==> src/sfp_consts.svh <==
// Register offsets, field positions, reset values for the supervisor.
// Assumes a 32-bit Avalon-MM slave with byte addresses.
`ifndef SFP_CONSTS_SVH
`define SFP_CONSTS_SVH

// ----------------------------------------------------------------------
// Register byte offsets
// ----------------------------------------------------------------------
`define SFP_OFS_CTRL      6'h00
`define SFP_OFS_SC_THR    6'h04
`define SFP_OFS_RETRY_MAX 6'h08
`define SFP_OFS_RETRY_GAP 6'h0c
`define SFP_OFS_RETRY_LEN 6'h10
`define SFP_OFS_SS_LEN    6'h14
`define SFP_OFS_TEST_LEN  6'h18
`define SFP_OFS_WAKE_LEN  6'h1c
`define SFP_OFS_OFFSET    6'h20
`define SFP_OFS_STATUS    6'h24

// ----------------------------------------------------------------------
// Control bits
// ----------------------------------------------------------------------
`define SFP_CTRL_EN       0
`define SFP_CTRL_PSKIP    1
`define SFP_CTRL_TMR_USE  2
`define SFP_CTRL_AUX_USE  3
`define SFP_CTRL_SLEEP    4
`define SFP_CTRL_FVR      5
`define SFP_CTRL_SLOW     6

// ----------------------------------------------------------------------
// Status fields
// ----------------------------------------------------------------------
`define SFP_ST_STATE_LSB  0
`define SFP_ST_CNT_LSB    8
`define SFP_ST_FAULT      16
`define SFP_ST_SC_SEEN    17
`define SFP_ST_SC_NOW     18
`define SFP_ST_DRIVE      19

// ----------------------------------------------------------------------
// Reset values
// ----------------------------------------------------------------------
`define SFP_RST_CTRL      7'h44
`define SFP_RST_SC_THR    10'h200
`define SFP_RST_RETRY_MAX 8'h03
`define SFP_RST_RETRY_GAP 24'h001000
`define SFP_RST_RETRY_LEN 24'h000800
`define SFP_RST_SS_LEN    24'h000400
`define SFP_RST_TEST_LEN  24'h000100
`define SFP_RST_WAKE_LEN  24'h004000
`define SFP_RST_OFFSET    10'h0e0

`endif

==> src/sfp_pkg.sv <==
// Types shared by the supervisor modules.
// Assumes nothing beyond a SystemVerilog compiler.
package sfp_pkg;

   typedef enum logic [3:0] {
      ST_IDLE     = 4'h0,
      ST_SOFT     = 4'h1,
      ST_RUN      = 4'h2,
      ST_SC_STOP  = 4'h3,
      ST_SC_RETRY = 4'h4,
      ST_FAULT    = 4'h5,
      ST_NL_STOP  = 4'h6,
      ST_NL_TEST  = 4'h7
   } sfp_state_t;

endpackage

==> src/sfp_and_cell.sv <==
// Configurable AND cell combining fault decision inputs.
// Assumes inputs already synchronous to the system clock.
`timescale 1ns/1ps
module sfp_and_cell #(
   parameter int N = 4
) (
   // Decision inputs and their use mask
   input wire logic [N-1:0] i_in,
   input wire logic [N-1:0] i_use,
   // Combined decision
   output logic o_and
);
   logic [N-1:0] term;

   // Unused inputs read as true so they drop out of the product
   genvar g;
   generate
      for (g = 0; g < N; g = g + 1) begin : g_term
         assign term[g] = i_in[g] | ~i_use[g];
      end
   endgenerate

   assign o_and = (&term) & (|i_use);
endmodule

==> src/sfp_fault_ctrl.sv <==
// Short-circuit and light-load supervisor for a flyback power stage.
// Assumes comparator and event inputs synchronous to i_mclk and an
// Avalon-MM master that holds each request until waitrequest is low.
`timescale 1ns/1ps
`include "sfp_consts.svh"

// Behaviour
// - Fault detector ANDs up to four decision inputs; fires only when all hold.
// - Two AND inputs are peak-current and feedback-error comparator outputs.
// - Both comparators together raise the short-circuit event; one alone never.
// - Optional start-up limit timer input blocks detection, removable afterwards.
// - Limited retries after a fault; beyond the limit stop and notify.
// - Retry limit, retry gap and retry duration are programmable.
// - Feedback short-circuit threshold is a 10-bit converter code.
// - Detection works in run and at power-up; conversion resumes once cleared.
// - Lower operating clock while stopped between retries.
// - Hysteretic mode stops switching above the upper output limit.
// - Below lower limit restart at minimum duty for a fixed period.
// - Upper limit not reached by period end: soft-start then closed loop.
// - Pulse-skip: falling event active at rising event keeps drive low.
// - Pulse-skip mode never puts the output generator in shutdown on the upper limit from run; the no-load retest still stops on it.
// - Sense offset comes from fixed reference or a programmable converter.
// - While stopped, turn off idle peripherals and request sleep.
// - With no load, sleep and wake after programmed interval to retest.
// - Soft-start source adds a falling event limiting the duty cycle.
// - Fault comparators change state on threshold crossing to flag the fault.
module sfp_fault_ctrl #(
   parameter int TW = 24
) (
   // Clock and reset
   input wire logic i_mclk,
   input wire logic i_rst_n,
   // Avalon-MM slave
   input wire logic [5:0] i_avs_address,
   input wire logic i_avs_read,
   input wire logic i_avs_write,
   input wire logic [31:0] i_avs_writedata,
   input wire logic [3:0] i_avs_byteenable,
   output logic [31:0] o_avs_readdata,
   output logic o_avs_waitrequest,
   // Comparator and decision inputs
   input wire logic i_cmp_peak,
   input wire logic i_cmp_fb,
   input wire logic i_startup_ok,
   input wire logic i_aux_dec,
   input wire logic i_ov_hi,
   input wire logic i_uv_lo,
   // Output generator events
   input wire logic i_rise_evt,
   input wire logic i_loop_fall,
   input wire logic i_ss_fall,
   // Analog setting outputs
   output logic [9:0] o_sc_dac,
   output logic [9:0] o_ofs_dac,
   output logic o_ofs_sel_fvr,
   // Power stage outputs
   output logic o_drive,
   output logic o_gen_shutdown,
   output logic o_min_duty,
   output logic o_ss_en,
   // System outputs
   output logic o_sc_event,
   output logic o_fault_notify,
   output logic o_clk_slow,
   output logic o_periph_off,
   output logic o_sleep_req
);
   // -------------------------------------------------------------------
   // Register bus
   // -------------------------------------------------------------------
   logic ack_q;
   logic [31:0] rdata_q;
   logic [31:0] rdata_d;
   logic [31:0] bmask;
   logic bus_req;
   logic wr_en;
   logic [5:0] word_addr;
   logic [6:0] ctrl_q;
   logic [9:0] sc_thr_q;
   logic [7:0] retry_max_q;
   logic [TW-1:0] retry_gap_q;
   logic [TW-1:0] retry_len_q;
   logic [TW-1:0] ss_len_q;
   logic [TW-1:0] test_len_q;
   logic [TW-1:0] wake_len_q;
   logic [9:0] ofs_q;
   logic [31:0] status;

   assign bus_req = i_avs_read | i_avs_write;
   assign o_avs_waitrequest = bus_req & ~ack_q;
   assign wr_en = i_avs_write & ack_q;
   assign word_addr = {i_avs_address[5:2], 2'b00};
   assign bmask = {{8{i_avs_byteenable[3]}}, {8{i_avs_byteenable[2]}},
                   {8{i_avs_byteenable[1]}}, {8{i_avs_byteenable[0]}}};
   assign o_avs_readdata = rdata_q;

   function automatic logic [31:0] merge(input logic [31:0] old_v,
                                         input logic [31:0] new_v,
                                         input logic [31:0] m);
      merge = (old_v & ~m) | (new_v & m);
   endfunction

   logic [31:0] wmerge_ctrl;
   logic [31:0] wmerge_thr;
   logic [31:0] wmerge_max;
   logic [31:0] wmerge_gap;
   logic [31:0] wmerge_len;
   logic [31:0] wmerge_ss;
   logic [31:0] wmerge_tst;
   logic [31:0] wmerge_wk;
   logic [31:0] wmerge_ofs;
   assign wmerge_ctrl = merge({25'h0, ctrl_q}, i_avs_writedata, bmask);
   assign wmerge_thr = merge({22'h0, sc_thr_q}, i_avs_writedata, bmask);
   assign wmerge_max = merge({24'h0, retry_max_q}, i_avs_writedata, bmask);
   assign wmerge_gap = merge({8'h0, retry_gap_q}, i_avs_writedata, bmask);
   assign wmerge_len = merge({8'h0, retry_len_q}, i_avs_writedata, bmask);
   assign wmerge_ss = merge({8'h0, ss_len_q}, i_avs_writedata, bmask);
   assign wmerge_tst = merge({8'h0, test_len_q}, i_avs_writedata, bmask);
   assign wmerge_wk = merge({8'h0, wake_len_q}, i_avs_writedata, bmask);
   assign wmerge_ofs = merge({22'h0, ofs_q}, i_avs_writedata, bmask);

   // Unmapped addresses read as zero and ignore writes
   assign rdata_d =
      (word_addr == `SFP_OFS_CTRL)      ? {25'h0, ctrl_q} :
      (word_addr == `SFP_OFS_SC_THR)    ? {22'h0, sc_thr_q} :
      (word_addr == `SFP_OFS_RETRY_MAX) ? {24'h0, retry_max_q} :
      (word_addr == `SFP_OFS_RETRY_GAP) ? {8'h0, retry_gap_q} :
      (word_addr == `SFP_OFS_RETRY_LEN) ? {8'h0, retry_len_q} :
      (word_addr == `SFP_OFS_SS_LEN)    ? {8'h0, ss_len_q} :
      (word_addr == `SFP_OFS_TEST_LEN)  ? {8'h0, test_len_q} :
      (word_addr == `SFP_OFS_WAKE_LEN)  ? {8'h0, wake_len_q} :
      (word_addr == `SFP_OFS_OFFSET)    ? {22'h0, ofs_q} :
      (word_addr == `SFP_OFS_STATUS)    ? status : 32'h0;

   always_ff @(posedge i_mclk) begin
      if (!i_rst_n) begin
         ack_q <= 1'b0;
         rdata_q <= 32'h0;
      end else begin
         ack_q <= bus_req & ~ack_q;
         if (bus_req & ~ack_q) begin
            rdata_q <= rdata_d;
         end
      end
   end

   // Timer registers are programmable so the field can tune retries
   always_ff @(posedge i_mclk) begin
      if (!i_rst_n) begin
         ctrl_q <= `SFP_RST_CTRL;
         sc_thr_q <= `SFP_RST_SC_THR;
         retry_max_q <= `SFP_RST_RETRY_MAX;
         retry_gap_q <= `SFP_RST_RETRY_GAP;
         retry_len_q <= `SFP_RST_RETRY_LEN;
         ss_len_q <= `SFP_RST_SS_LEN;
         test_len_q <= `SFP_RST_TEST_LEN;
         wake_len_q <= `SFP_RST_WAKE_LEN;
         ofs_q <= `SFP_RST_OFFSET;
      end else if (wr_en) begin
         case (word_addr)
            `SFP_OFS_CTRL: ctrl_q <= wmerge_ctrl[6:0];
            `SFP_OFS_SC_THR: sc_thr_q <= wmerge_thr[9:0];
            `SFP_OFS_RETRY_MAX: retry_max_q <= wmerge_max[7:0];
            `SFP_OFS_RETRY_GAP: retry_gap_q <= wmerge_gap[TW-1:0];
            `SFP_OFS_RETRY_LEN: retry_len_q <= wmerge_len[TW-1:0];
            `SFP_OFS_SS_LEN: ss_len_q <= wmerge_ss[TW-1:0];
            `SFP_OFS_TEST_LEN: test_len_q <= wmerge_tst[TW-1:0];
            `SFP_OFS_WAKE_LEN: wake_len_q <= wmerge_wk[TW-1:0];
            `SFP_OFS_OFFSET: ofs_q <= wmerge_ofs[9:0];
            default: ;
         endcase
      end
   end

   logic en;
   logic pskip;
   assign en = ctrl_q[`SFP_CTRL_EN];
   assign pskip = ctrl_q[`SFP_CTRL_PSKIP];
   assign o_sc_dac = sc_thr_q;
   assign o_ofs_dac = ofs_q;
   assign o_ofs_sel_fvr = ctrl_q[`SFP_CTRL_FVR];

   // -------------------------------------------------------------------
   // Short-circuit detection
   // -------------------------------------------------------------------
   logic sc_raw;
   logic sc_prev_q;
   logic sc_irq;
   logic [3:0] and_use;

   // Both comparators are always part of the product
   assign and_use = {ctrl_q[`SFP_CTRL_AUX_USE], ctrl_q[`SFP_CTRL_TMR_USE],
                     2'b11};

   sfp_and_cell #(.N(4)) u_and (
      .i_in({i_aux_dec, i_startup_ok, i_cmp_fb, i_cmp_peak}),
      .i_use(and_use),
      .o_and(sc_raw)
   );

   // Event on the comparator crossing, not on the held level
   assign sc_irq = sc_raw & ~sc_prev_q;
   assign o_sc_event = sc_irq;

   // -------------------------------------------------------------------
   // Supervisor state machine
   // -------------------------------------------------------------------
   sfp_pkg::sfp_state_t state_q;
   sfp_pkg::sfp_state_t state_d;
   logic [7:0] retry_cnt_q;
   logic [7:0] retry_cnt_d;
   logic tmr_zero;
   logic tmr_load;
   logic [TW-1:0] tmr_val;
   logic conv_on;
   logic sc_armed;
   logic fault_q;
   logic sc_seen_q;
   logic st_wr;

   assign conv_on = (state_q == sfp_pkg::ST_SOFT) ||
                    (state_q == sfp_pkg::ST_RUN) ||
                    (state_q == sfp_pkg::ST_SC_RETRY) ||
                    (state_q == sfp_pkg::ST_NL_TEST);
   assign sc_armed = conv_on & sc_irq;

   always_comb begin
      state_d = state_q;
      retry_cnt_d = retry_cnt_q;
      if (!en) begin
         state_d = sfp_pkg::ST_IDLE;
      end else if (sc_armed) begin
         if (retry_cnt_q >= retry_max_q) begin
            state_d = sfp_pkg::ST_FAULT;
         end else begin
            state_d = sfp_pkg::ST_SC_STOP;
            retry_cnt_d = retry_cnt_q + 8'h01;
         end
      end else begin
         case (state_q)
            sfp_pkg::ST_IDLE: begin
               state_d = sfp_pkg::ST_SOFT;
               retry_cnt_d = 8'h00;
            end
            sfp_pkg::ST_SOFT: begin
               if (tmr_zero) state_d = sfp_pkg::ST_RUN;
            end
            sfp_pkg::ST_RUN: begin
               if (!pskip && i_ov_hi) state_d = sfp_pkg::ST_NL_STOP;
            end
            sfp_pkg::ST_SC_STOP: begin
               if (tmr_zero) state_d = sfp_pkg::ST_SC_RETRY;
            end
            sfp_pkg::ST_SC_RETRY: begin
               if (tmr_zero) begin
                  state_d = sfp_pkg::ST_RUN;
                  retry_cnt_d = 8'h00;
               end
            end
            sfp_pkg::ST_FAULT: ;
            sfp_pkg::ST_NL_STOP: begin
               if (pskip) state_d = sfp_pkg::ST_SOFT;
               else if (i_uv_lo || tmr_zero) begin
                  state_d = sfp_pkg::ST_NL_TEST;
               end
            end
            sfp_pkg::ST_NL_TEST: begin
               if (i_ov_hi) state_d = sfp_pkg::ST_NL_STOP;
               else if (tmr_zero) state_d = sfp_pkg::ST_SOFT;
            end
            default: state_d = sfp_pkg::ST_IDLE;
         endcase
      end
   end

   // Each state loads the interval it waits on when it is entered
   assign tmr_load = (state_d != state_q);
   assign tmr_val =
      (state_d == sfp_pkg::ST_SOFT)     ? ss_len_q :
      (state_d == sfp_pkg::ST_SC_STOP)  ? retry_gap_q :
      (state_d == sfp_pkg::ST_SC_RETRY) ? retry_len_q :
      (state_d == sfp_pkg::ST_NL_STOP)  ? wake_len_q :
      (state_d == sfp_pkg::ST_NL_TEST)  ? test_len_q : '0;

   sfp_timer #(.W(TW)) u_tmr (
      .i_mclk(i_mclk),
      .i_rst_n(i_rst_n),
      .i_load(tmr_load),
      .i_val(tmr_val),
      .o_zero(tmr_zero)
   );

   assign st_wr = wr_en && (word_addr == `SFP_OFS_STATUS) &&
                  i_avs_byteenable[2];

   always_ff @(posedge i_mclk) begin
      if (!i_rst_n) begin
         state_q <= sfp_pkg::ST_IDLE;
         retry_cnt_q <= 8'h00;
         sc_prev_q <= 1'b0;
         fault_q <= 1'b0;
         sc_seen_q <= 1'b0;
      end else begin
         state_q <= state_d;
         retry_cnt_q <= retry_cnt_d;
         sc_prev_q <= sc_raw;
         // Set wins over a write-one clear in the same cycle
         fault_q <= (state_d == sfp_pkg::ST_FAULT) |
                    (fault_q & ~(st_wr & i_avs_writedata[`SFP_ST_FAULT]));
         sc_seen_q <= sc_irq |
                   (sc_seen_q & ~(st_wr & i_avs_writedata[`SFP_ST_SC_SEEN]));
      end
   end

   // -------------------------------------------------------------------
   // Gate drive and power management
   // -------------------------------------------------------------------
   logic soft_on;
   logic fall_any;
   logic drive_q;
   logic drive_d;

   assign soft_on = (state_q == sfp_pkg::ST_SOFT) ||
                    (state_q == sfp_pkg::ST_SC_RETRY);
   assign fall_any = i_loop_fall | (soft_on & i_ss_fall);
   // A falling event present at the rising edge wins: pulse skipped
   assign drive_d = conv_on & ~fall_any & (drive_q | i_rise_evt);

   always_ff @(posedge i_mclk) begin
      if (!i_rst_n) begin
         drive_q <= 1'b0;
      end else begin
         drive_q <= drive_d;
      end
   end

   logic stopped;
   assign stopped = (state_q == sfp_pkg::ST_SC_STOP) ||
                    (state_q == sfp_pkg::ST_NL_STOP);

   assign o_drive = drive_q;
   assign o_gen_shutdown = ~conv_on;
   assign o_min_duty = (state_q == sfp_pkg::ST_NL_TEST);
   assign o_ss_en = soft_on;
   assign o_fault_notify = fault_q;
   assign o_clk_slow = stopped & ctrl_q[`SFP_CTRL_SLOW];
   assign o_periph_off = stopped;
   assign o_sleep_req = stopped & ctrl_q[`SFP_CTRL_SLEEP];

   assign status = {12'h0, drive_q, sc_raw, sc_seen_q, fault_q,
                    retry_cnt_q, 4'h0, state_q};
endmodule

==> src/sfp_timer.sv <==
// Loadable down counter used for all supervisor intervals.
// Assumes one clock, synchronous active-low reset.
`timescale 1ns/1ps
module sfp_timer #(
   parameter int W = 24
) (
   // Clock and reset
   input wire logic i_mclk,
   input wire logic i_rst_n,
   // Load port
   input wire logic i_load,
   input wire logic [W-1:0] i_val,
   // Status
   output logic o_zero
);
   logic [W-1:0] cnt_q;
   logic [W-1:0] cnt_d;

   assign cnt_d = i_load ? i_val :
                  (cnt_q != '0) ? cnt_q - 1'b1 : cnt_q;
   assign o_zero = (cnt_q == '0);

   always_ff @(posedge i_mclk) begin
      if (!i_rst_n) begin
         cnt_q <= '0;
      end else begin
         cnt_q <= cnt_d;
      end
   end
endmodule

==> config.mk <==
export PLATFORM = sky130hd
export DESIGN_NAME = sfp_fault_ctrl
export DESIGN_NICKNAME = d
export VERILOG_FILES = /design/src/sfp_pkg.sv /design/src/sfp_and_cell.sv /design/src/sfp_fault_ctrl.sv /design/src/sfp_timer.sv
export VERILOG_INCLUDE_DIRS = /design/src
export SDC_FILE = /design/constraint.sdc
export NUM_CORES = 1
export LEC_CHECK = 0
export BUFFER_PORTS_ARGS = -buffer_cell sky130_fd_sc_hd__buf_4
export CAP_MARGIN = 20
export CORE_MARGIN = 2
export CORE_UTILIZATION = 40
export CTS_CLUSTER_SIZE = 20
export DETAILED_ROUTE_END_ITERATION = 8
export GPL_TIMING_DRIVEN = 0
export HOLD_SLACK_MARGIN = 0.02
export SYNTH_ARGS = -nofsm -noshare
export SYNTH_HDL_FRONTEND = slang
export SYNTH_SLANG_ARGS = --single-unit
==> constraint.sdc <==
create_clock -name i_mclk -period 2.97 [get_ports i_mclk]
set_input_delay 0.297 -clock i_mclk [delete_from_list [all_inputs] [get_ports i_mclk]]
set_output_delay 0.297 -clock i_mclk [all_outputs]
set_load 0.1 [all_outputs]
# After elaboration in Yosys (flattened, before gate mapping)
# Cells that the tools add are included.
# op_classes
n_addsub	2
mul	0
n_div	0
magnitude_cmp	1
n_eq_ne	25
n_shift	0
n_mux	32
n_bitwise	48
n_reduce_logical	28
# op_table
operator	n
$mux W24	15
$and A24 B24 Y24	6
$or A24 B24 Y24	5
$eq A4 B3 Y1 const B	12
$mux W20	2
$mux W4	9
$pmux W4 S7	1
$logic_not A24 Y1	1
$mux W8	3
$not A24 Y24	1
$reduce_bool A24 Y1	1
$sub A24 B1 Y24 const B	1
$and A10 B10 Y10	2
$eq A4 B2 Y1 const B	5
$or A10 B10 Y10	2
$reduce_and A2 Y1	9
$pmux W8 S2	1
$and A1 B1 Y1	13
$eq A4 B1 Y1 const B	3
$add A8 B1 Y8 const B	1
$and A8 B8 Y8	1
$eq A4 B4 Y1 const B	2
$ge A8 B8 Y1	1
$not A1 Y1	8
17 further kinds	31
# word_totals
reg_bits	228
latch_bits	0
ramBits	0
romBits	0
input_bits	55
out_inout_bits	63
elab_cells	154
memories	0

# Logic depth before layout (Yosys ltp)
# logic_depth
depth_word	14
mapped_depth	13
mapped_depth_nobuf	11

# Modules after synthesis
# From an unflattened synthesis, not the netlist that was laid out.
# unflattened
cells_unflattened	1435
area_unflattened_um2	11572.3
# modules_own_cells
mod	instances	cells_per_inst	area_each_um2	seq_area_each_um2
sfp_fault_ctrl	1	1268	10179.8	3923.8
sfp_timer	1	159	1353.8	480.5
sfp_and_cell	1	8	38.8	0.0

# Worst setup path before layout
# Ideal clock, no wire load.
# synth_timing
path_kind	flip-flop to flip-flop
start	register state_q[2]
end	register retry_cnt_q[4]
setup_ns	0.128
arrival_ns	3.652
required_time_ns	2.842
slack_ns	-0.810
path_stages_with_launch	11
n_path_buf	1
period_less_slack_ns	3.780
cell_sequence	dfxtp_1 > buf_2 > xnor2_1 > nor3_1 > nand3_1 > o21ai_0 > a21oi_1 > and3_1 > nand2_1 > xor2_1 > nor2_1
# synth_via
elab_chain_len	7
elab_cells_between_ends	15
cone_classes	eq/ne: 6; mux: 2; bitwise: 1; reduce/logical: 6
# synth_lines
element	line	text
start: declaration	sfp_fault_ctrl.sv:208	sfp_pkg::sfp_state_t state_q;
start signal: assignment	sfp_fault_ctrl.sv:298	state_q <= sfp_pkg::ST_IDLE;
start signal: assignment	sfp_fault_ctrl.sv:304	state_q <= state_d;
$eq A4 B1 Y1 / $eq A4 B2 Y1 (equally long branches)	sfp_fault_ctrl.sv:221, sfp_fault_ctrl.sv:222	
$logic_or A1 B1 Y1	sfp_fault_ctrl.sv:221	assign conv_on = (state_q == sfp_pkg::ST_SOFT) ||
$logic_or A1 B1 Y1	sfp_fault_ctrl.sv:222	(state_q == sfp_pkg::ST_RUN) ||
$logic_or A1 B1 Y1	sfp_fault_ctrl.sv:223	(state_q == sfp_pkg::ST_SC_RETRY) ||
$and A1 B1 Y1	sfp_fault_ctrl.sv:225	assign sc_armed = conv_on & sc_irq;
$ne A3 B3 Y1 (no source line), or another cell as far along	-	
$reduce_and A4 Y1 (no source line)	-	
end signal: assignment	sfp_fault_ctrl.sv:305	retry_cnt_q <= retry_cnt_d;
end: declaration	sfp_fault_ctrl.sv:210	logic [7:0] retry_cnt_q;
# Parallel ways exist; a longest one is shown, timed or not.
# A chain may end at the register's enable or synchronous reset.

# Worst setup path after layout
# layout_timing
start	register u_tmr.cnt_q[14]
end	register u_tmr.cnt_q[8]
# layout_via
elab_chain_len	14
elab_cells_between_ends	25
cone_classes	eq/ne: 6; mux: 15; reduce/logical: 4
# layout_lines
element	line	text
start: declaration	sfp_timer.sv:16	logic [W-1:0] cnt_q;
start signal: assignment	sfp_timer.sv:27	cnt_q <= cnt_d;
$logic_not A24 Y1	sfp_timer.sv:21	assign o_zero = (cnt_q == '0);
$logic_or A1 B1 Y1	sfp_fault_ctrl.sv:263	else if (i_uv_lo || tmr_zero) begin
$mux W4	sfp_fault_ctrl.sv:263	
$mux W4	sfp_fault_ctrl.sv:262	if (pskip) state_d = sfp_pkg::ST_SOFT;
$pmux W4 S7	sfp_fault_ctrl.sv:240	case (state_q)
$mux W4	sfp_fault_ctrl.sv:232	end else if (sc_armed) begin
$mux W4	sfp_fault_ctrl.sv:230	if (!en) begin
$eq A4 B3 Y1	sfp_fault_ctrl.sv:283	(state_d == sfp_pkg::ST_NL_TEST) ? test_len_q : '0;
$mux W24	sfp_fault_ctrl.sv:283	
$mux W24	sfp_fault_ctrl.sv:282	(state_d == sfp_pkg::ST_NL_STOP) ? wake_len_q :
$mux W24	sfp_fault_ctrl.sv:281	(state_d == sfp_pkg::ST_SC_RETRY) ? retry_len_q :
$mux W24	sfp_fault_ctrl.sv:280	(state_d == sfp_pkg::ST_SC_STOP) ? retry_gap_q :
$mux W24	sfp_fault_ctrl.sv:279	(state_d == sfp_pkg::ST_SOFT) ? ss_len_q :
$mux W24	sfp_timer.sv:19	assign cnt_d = i_load ? i_val :
# Parallel ways exist; a longest one is shown, timed or not.

==> metrics.md <==
| Metric | Value |
|---|---|
| Result of the run | `finished, violations left` |
| Violations in the final reports | `negative setup slack` |
| Total routed wirelength | `between 40000 and 50000 µm` |
| Type of the tightest min-delay check | `primary input to flop` |
| R2R Setup Slk | `-0.34 ns` |
| Fraction of final layout cells with drive strength greater than 1 | `approximately 21%` |
| Global Route Usage Sum | `approximately 33%` |
| Unique masters post-synth | `80` |
| Post-synthesis cell count | `approximately 1.4k` |
| Period utilization | `112%` |
| RD Place Congestion | `between 0.9 and 1` |
| Height of the chip | `roughly 170 µm` |
| PnR Total Power | `~0.0098 W` |
| Final Worst Setup Slack | `-0.344 ns` |
| Share of async-settable or async-resettable flops after synthesis | `0%` |
| Routed length per instance | `approximately 25 µm` |
| RSZ-0062 raised after global routing | `true` |
| EDFF count, synth | `0` |
| Flops & latches, synth | `220` |
| Main synth FF type | `sky130_fd_sc_hd__dfxtp_1` |
| Net count reported at finish | `roughly 1.6k` |
| DRC viols | `0` |
| Area enclosed by the die boundary | `28900 µm²` |
| HPWL after detailed placement | `approximately 35000 µm` |
| CTS root buffer | `sky130_fd_sc_hd__clkbuf_16` |
| Ports placed on the boundary | `around 120` |
| Worst EP arrival | `3.73 ns` |
| PwrDens | `around 700 nW/µm²` |
| Clock transition at the registers of the reported paths | `0.06 ns` |
| Data required, critical path | `3.39 ns` |
| First-pass GRT wire length | `70700 µm` |
| Via count of the first global-routing pass | `around 11k` |
| Number of hold violations in the final report | `0` |
| Post-synthesis cell area | `11000 µm²` |
| Crit-path max FO | `8` |
| Maximum number of pins on one net before global-route repair | `13` |
| Area growth from synthesis to final layout | `30.3%` |
| Most frequent standard cell in the layout excluding fill and tap cells | `sky130_fd_sc_hd__nand2_1` |
| Via/cell ratio | `around 6.1` |
| Slowest cell on crit path | `sky130_fd_sc_hd__nor2_1` |
| Number of pins with negative max-slew slack in the final report | `0` |
| Worst clock skew on the final layout | `0.0151 ns` |
| Initial antenna violation count | `2` |
| Max Cap Viol | `0` |
| Row count | `60` |
| Number of port buffers | `89` |
| Number of vias after detailed routing | `approximately 12k` |
| TritonCTS clock tree | `done` |
| Maximum clock path buffer count | `3` |
| Number of search-and-repair iterations in the first detailed-routing pass | `6` |
| Launching element type of the critical path | `flop` |
| Starting utilization of the core area | `approximately 41%` |
| Delay of the slowest cell on the worst path | `~0.47 ns` |
| Sequential cell area fraction in the yosys report | `about two fifths` |
| Clock latency on the worst-skew pair | `0.54 ns` |
| Most used cell along the critical path | `sky130_fd_sc_hd__mux2_4` |
| Final Critical Period | `about 3.3 ns` |
| Number of design-rule violations left by the first detailed-router iteration | `roughly 1.4k` |
| Worst slew margin | `25.7%` |
| Slew of the pin with the lowest slew margin | `about 1.1 ns` |
| H-Tree Level Count | `1` |
| # diodes | `0` |
| CTS Sinks | `220` |
| VDD IR max | `between 400 and 500 µV` |
| CP Buf/Inv Count | `1` |
| Start-to-end type of the worst setup path | `flop to flop` |
| Highest clock frequency the design can meet | `0.302 GHz` |
| TritonCTS Buffers | `25` |
| Horiz. Die Dim | `about 170 µm` |
| Cell Chain, Critical Path | `nor2_1 > and4_4 > nand4_1 > mux2_4 > o21ai_4 > buf_6 > mux2_4 > a211o_1 > a221oi_4 > a211oi_2` |
| Total core area | `~27000 µm²` |
| Post-place setup slack | `-0.977 ns` |
| Endpoint class of the critical path | `flop` |
| Total grt overflow | `0` |
| Leakage component of the power | `around 5.3 nW` |
| Dominant delay contributor by cell family on the critical path | `compound AO/OA/AOI/OAI gates` |
| Synthesis Warnings | `0` |
| Antenna violation net count after detailed routing | `0` |
| Mean cell area of the mapped netlist | `~7.9 µm²` |
| Total setup violations reported at the end of the flow | `24` |
| Leading cell types in the layout, fill and taps excluded | `sky130_fd_sc_hd__nand2_1 (291), sky130_fd_sc_hd__dfxtp_1 (209), sky130_fd_sc_hd__a21oi_1 (141), sky130_fd_sc_hd__nor2_1 (139), sky130_fd_sc_hd__buf_4 (132)` |
## timing repair
action | in CTS | in global routing
hold buffers | 5 | 0
endpoints found under the hold margin | 4 | 0
cloned | 2 | 0
gates resized for setup | 120 | 39
pin swaps | 48 | 26
buffers inserted | 41 | 16
setup endpoints to repair | 37 | 34
## report_power, final
group          leakage, nW  switching (W)  internal (W)
clock                0.379        0.00130       0.00171
sequential            1.78       0.000208       0.00312
combinational         3.09        0.00198       0.00149
total                 5.25        0.00350       0.00632
## worst register-to-register path, delay by kind of cell (launching register included)
| kind | cells | cell delay (ns) |
|---|---|---|
| AO/OA/AOI/OAI | 4 | 1.06 |
| AND/OR/NAND/NOR | 3 | 0.98 |
| multiplexers | 2 | 0.65 |
| flip-flops | 1 | 0.34 |
| buffers and inverters | 1 | 0.16 |
## routing by layer
layer  up-vias  share of wire [%]  global-route usage, %
li1       5320                  -                      -
met3       104                 11                   6.26
met4         2                3.0                   10.9
met2       657                 44                   51.1
met5         -              0.027                      0
met1      5669                 42                   45.7
## stage by stage
step	std cells	hold WS, ns	utilization, %	setup TNS (ns)	cell area, µm²
after floorplan	1396	0.388	-	-0.478	11200
after global placement	1826	0.460	45.6	-30.41	12300
after detailed placement	1829	0.465	45.7	-27.66	12300
after CTS	1917	0.0220	52.0	-3.34	14000
after global routing	1934	0.0434	53.1	-7.08	14400
final	1934	0.0258	53.1	-5.64	14400
## final timing paths
| check | endpoint | cells past startpoint | from |
|---|---|---|---|
| setup / recovery | u_tmr.cnt_q[8] | 10 | u_tmr.cnt_q[14] |
| hold / removal | flop | 3 | i_avs_writedata[14] |
| setup reg to reg | u_tmr.cnt_q[8] | 10 | u_tmr.cnt_q[14] |
| hold reg to reg | flop | 2 | flop |
## kinds of logic after synthesis
kind of cell | after synthesis | synth area share, %
AOI/OAI and AO/OA | 371 | 22.4
and+or+nand+nor | 569 | 22.6
buffers and inverters | 111 | 4.34
muxes | 78 | 7.35
xor gates and xnor gates | 27 | 2.15
other | 1 | 0.0340
DFF | 220 | 40.0
adders and majority gates | 11 | 1.25
## cell type report
type	count	area, µm²
Buffer	84	524
Fill cell	2538	12700
Tap cell	341	427
Sequential cell	220	4430
Timing Repair Buffer	157	1390
Multi-Input combinational cell	1065	6710
Clock buffer	34	689
Inverter	23	97.6
Clock inverter	10	83.8
## synthesized netlist by cell type, types with 4 or more instances
| master | number | area, µm² |
|---|---|---|
| sky130_fd_sc_hd__o31ai_1 | 4 | 30.0 |
| sky130_fd_sc_hd__a31oi_1 | 16 | 100 |
| sky130_fd_sc_hd__nand2b_1 | 9 | 56.3 |
| sky130_fd_sc_hd__a32oi_1 | 4 | 35.0 |
| sky130_fd_sc_hd__a221o_1 | 6 | 60.1 |
| sky130_fd_sc_hd__a221oi_1 | 19 | 166 |
| sky130_fd_sc_hd__a22o_1 | 5 | 43.8 |
| sky130_fd_sc_hd__o21ai_0 | 35 | 175 |
| sky130_fd_sc_hd__and3_1 | 7 | 43.8 |
| sky130_fd_sc_hd__nor3_1 | 14 | 70.1 |
| sky130_fd_sc_hd__mux2i_1 | 58 | 581 |
| sky130_fd_sc_hd__nor4_1 | 9 | 56.3 |
| sky130_fd_sc_hd__o21ai_1 | 9 | 45.0 |
| sky130_fd_sc_hd__nand4_1 | 6 | 37.5 |
| sky130_fd_sc_hd__o211a_1 | 6 | 60.1 |
| sky130_fd_sc_hd__a222oi_1 | 7 | 70.1 |
| sky130_fd_sc_hd__a22oi_1 | 46 | 345 |
| sky130_fd_sc_hd__nor2_1 | 141 | 529 |
| sky130_fd_sc_hd__nand3_1 | 44 | 220 |
| sky130_fd_sc_hd__clkbuf_1 | 61 | 229 |
| sky130_fd_sc_hd__a211oi_1 | 6 | 45.0 |
| sky130_fd_sc_hd__mux2_1 | 7 | 78.8 |
| sky130_fd_sc_hd__buf_4 | 11 | 82.6 |
| sky130_fd_sc_hd__o211ai_1 | 7 | 52.6 |
| sky130_fd_sc_hd__a311o_1 | 5 | 50.1 |
| sky130_fd_sc_hd__mux2_2 | 12 | 135 |
| sky130_fd_sc_hd__xor2_1 | 10 | 87.6 |
| sky130_fd_sc_hd__nand2_1 | 293 | 1100 |
| sky130_fd_sc_hd__dfxtp_1 | 220 | 4400 |
| sky130_fd_sc_hd__a21o_1 | 5 | 37.5 |
| sky130_fd_sc_hd__buf_1 | 5 | 18.8 |
| sky130_fd_sc_hd__a21oi_1 | 150 | 751 |
| sky130_fd_sc_hd__ha_1 | 11 | 138 |
| sky130_fd_sc_hd__xnor2_1 | 17 | 149 |
| sky130_fd_sc_hd__inv_1 | 20 | 75.1 |
| sky130_fd_sc_hd__buf_2 | 10 | 50.1 |
| sky130_fd_sc_hd__and2_1 | 8 | 50.1 |
| sky130_fd_sc_hd__o32ai_1 | 14 | 123 |
| sky130_fd_sc_hd__nor2b_1 | 8 | 50.1 |
No activity file was read; power rests on OpenSTA's default activity.
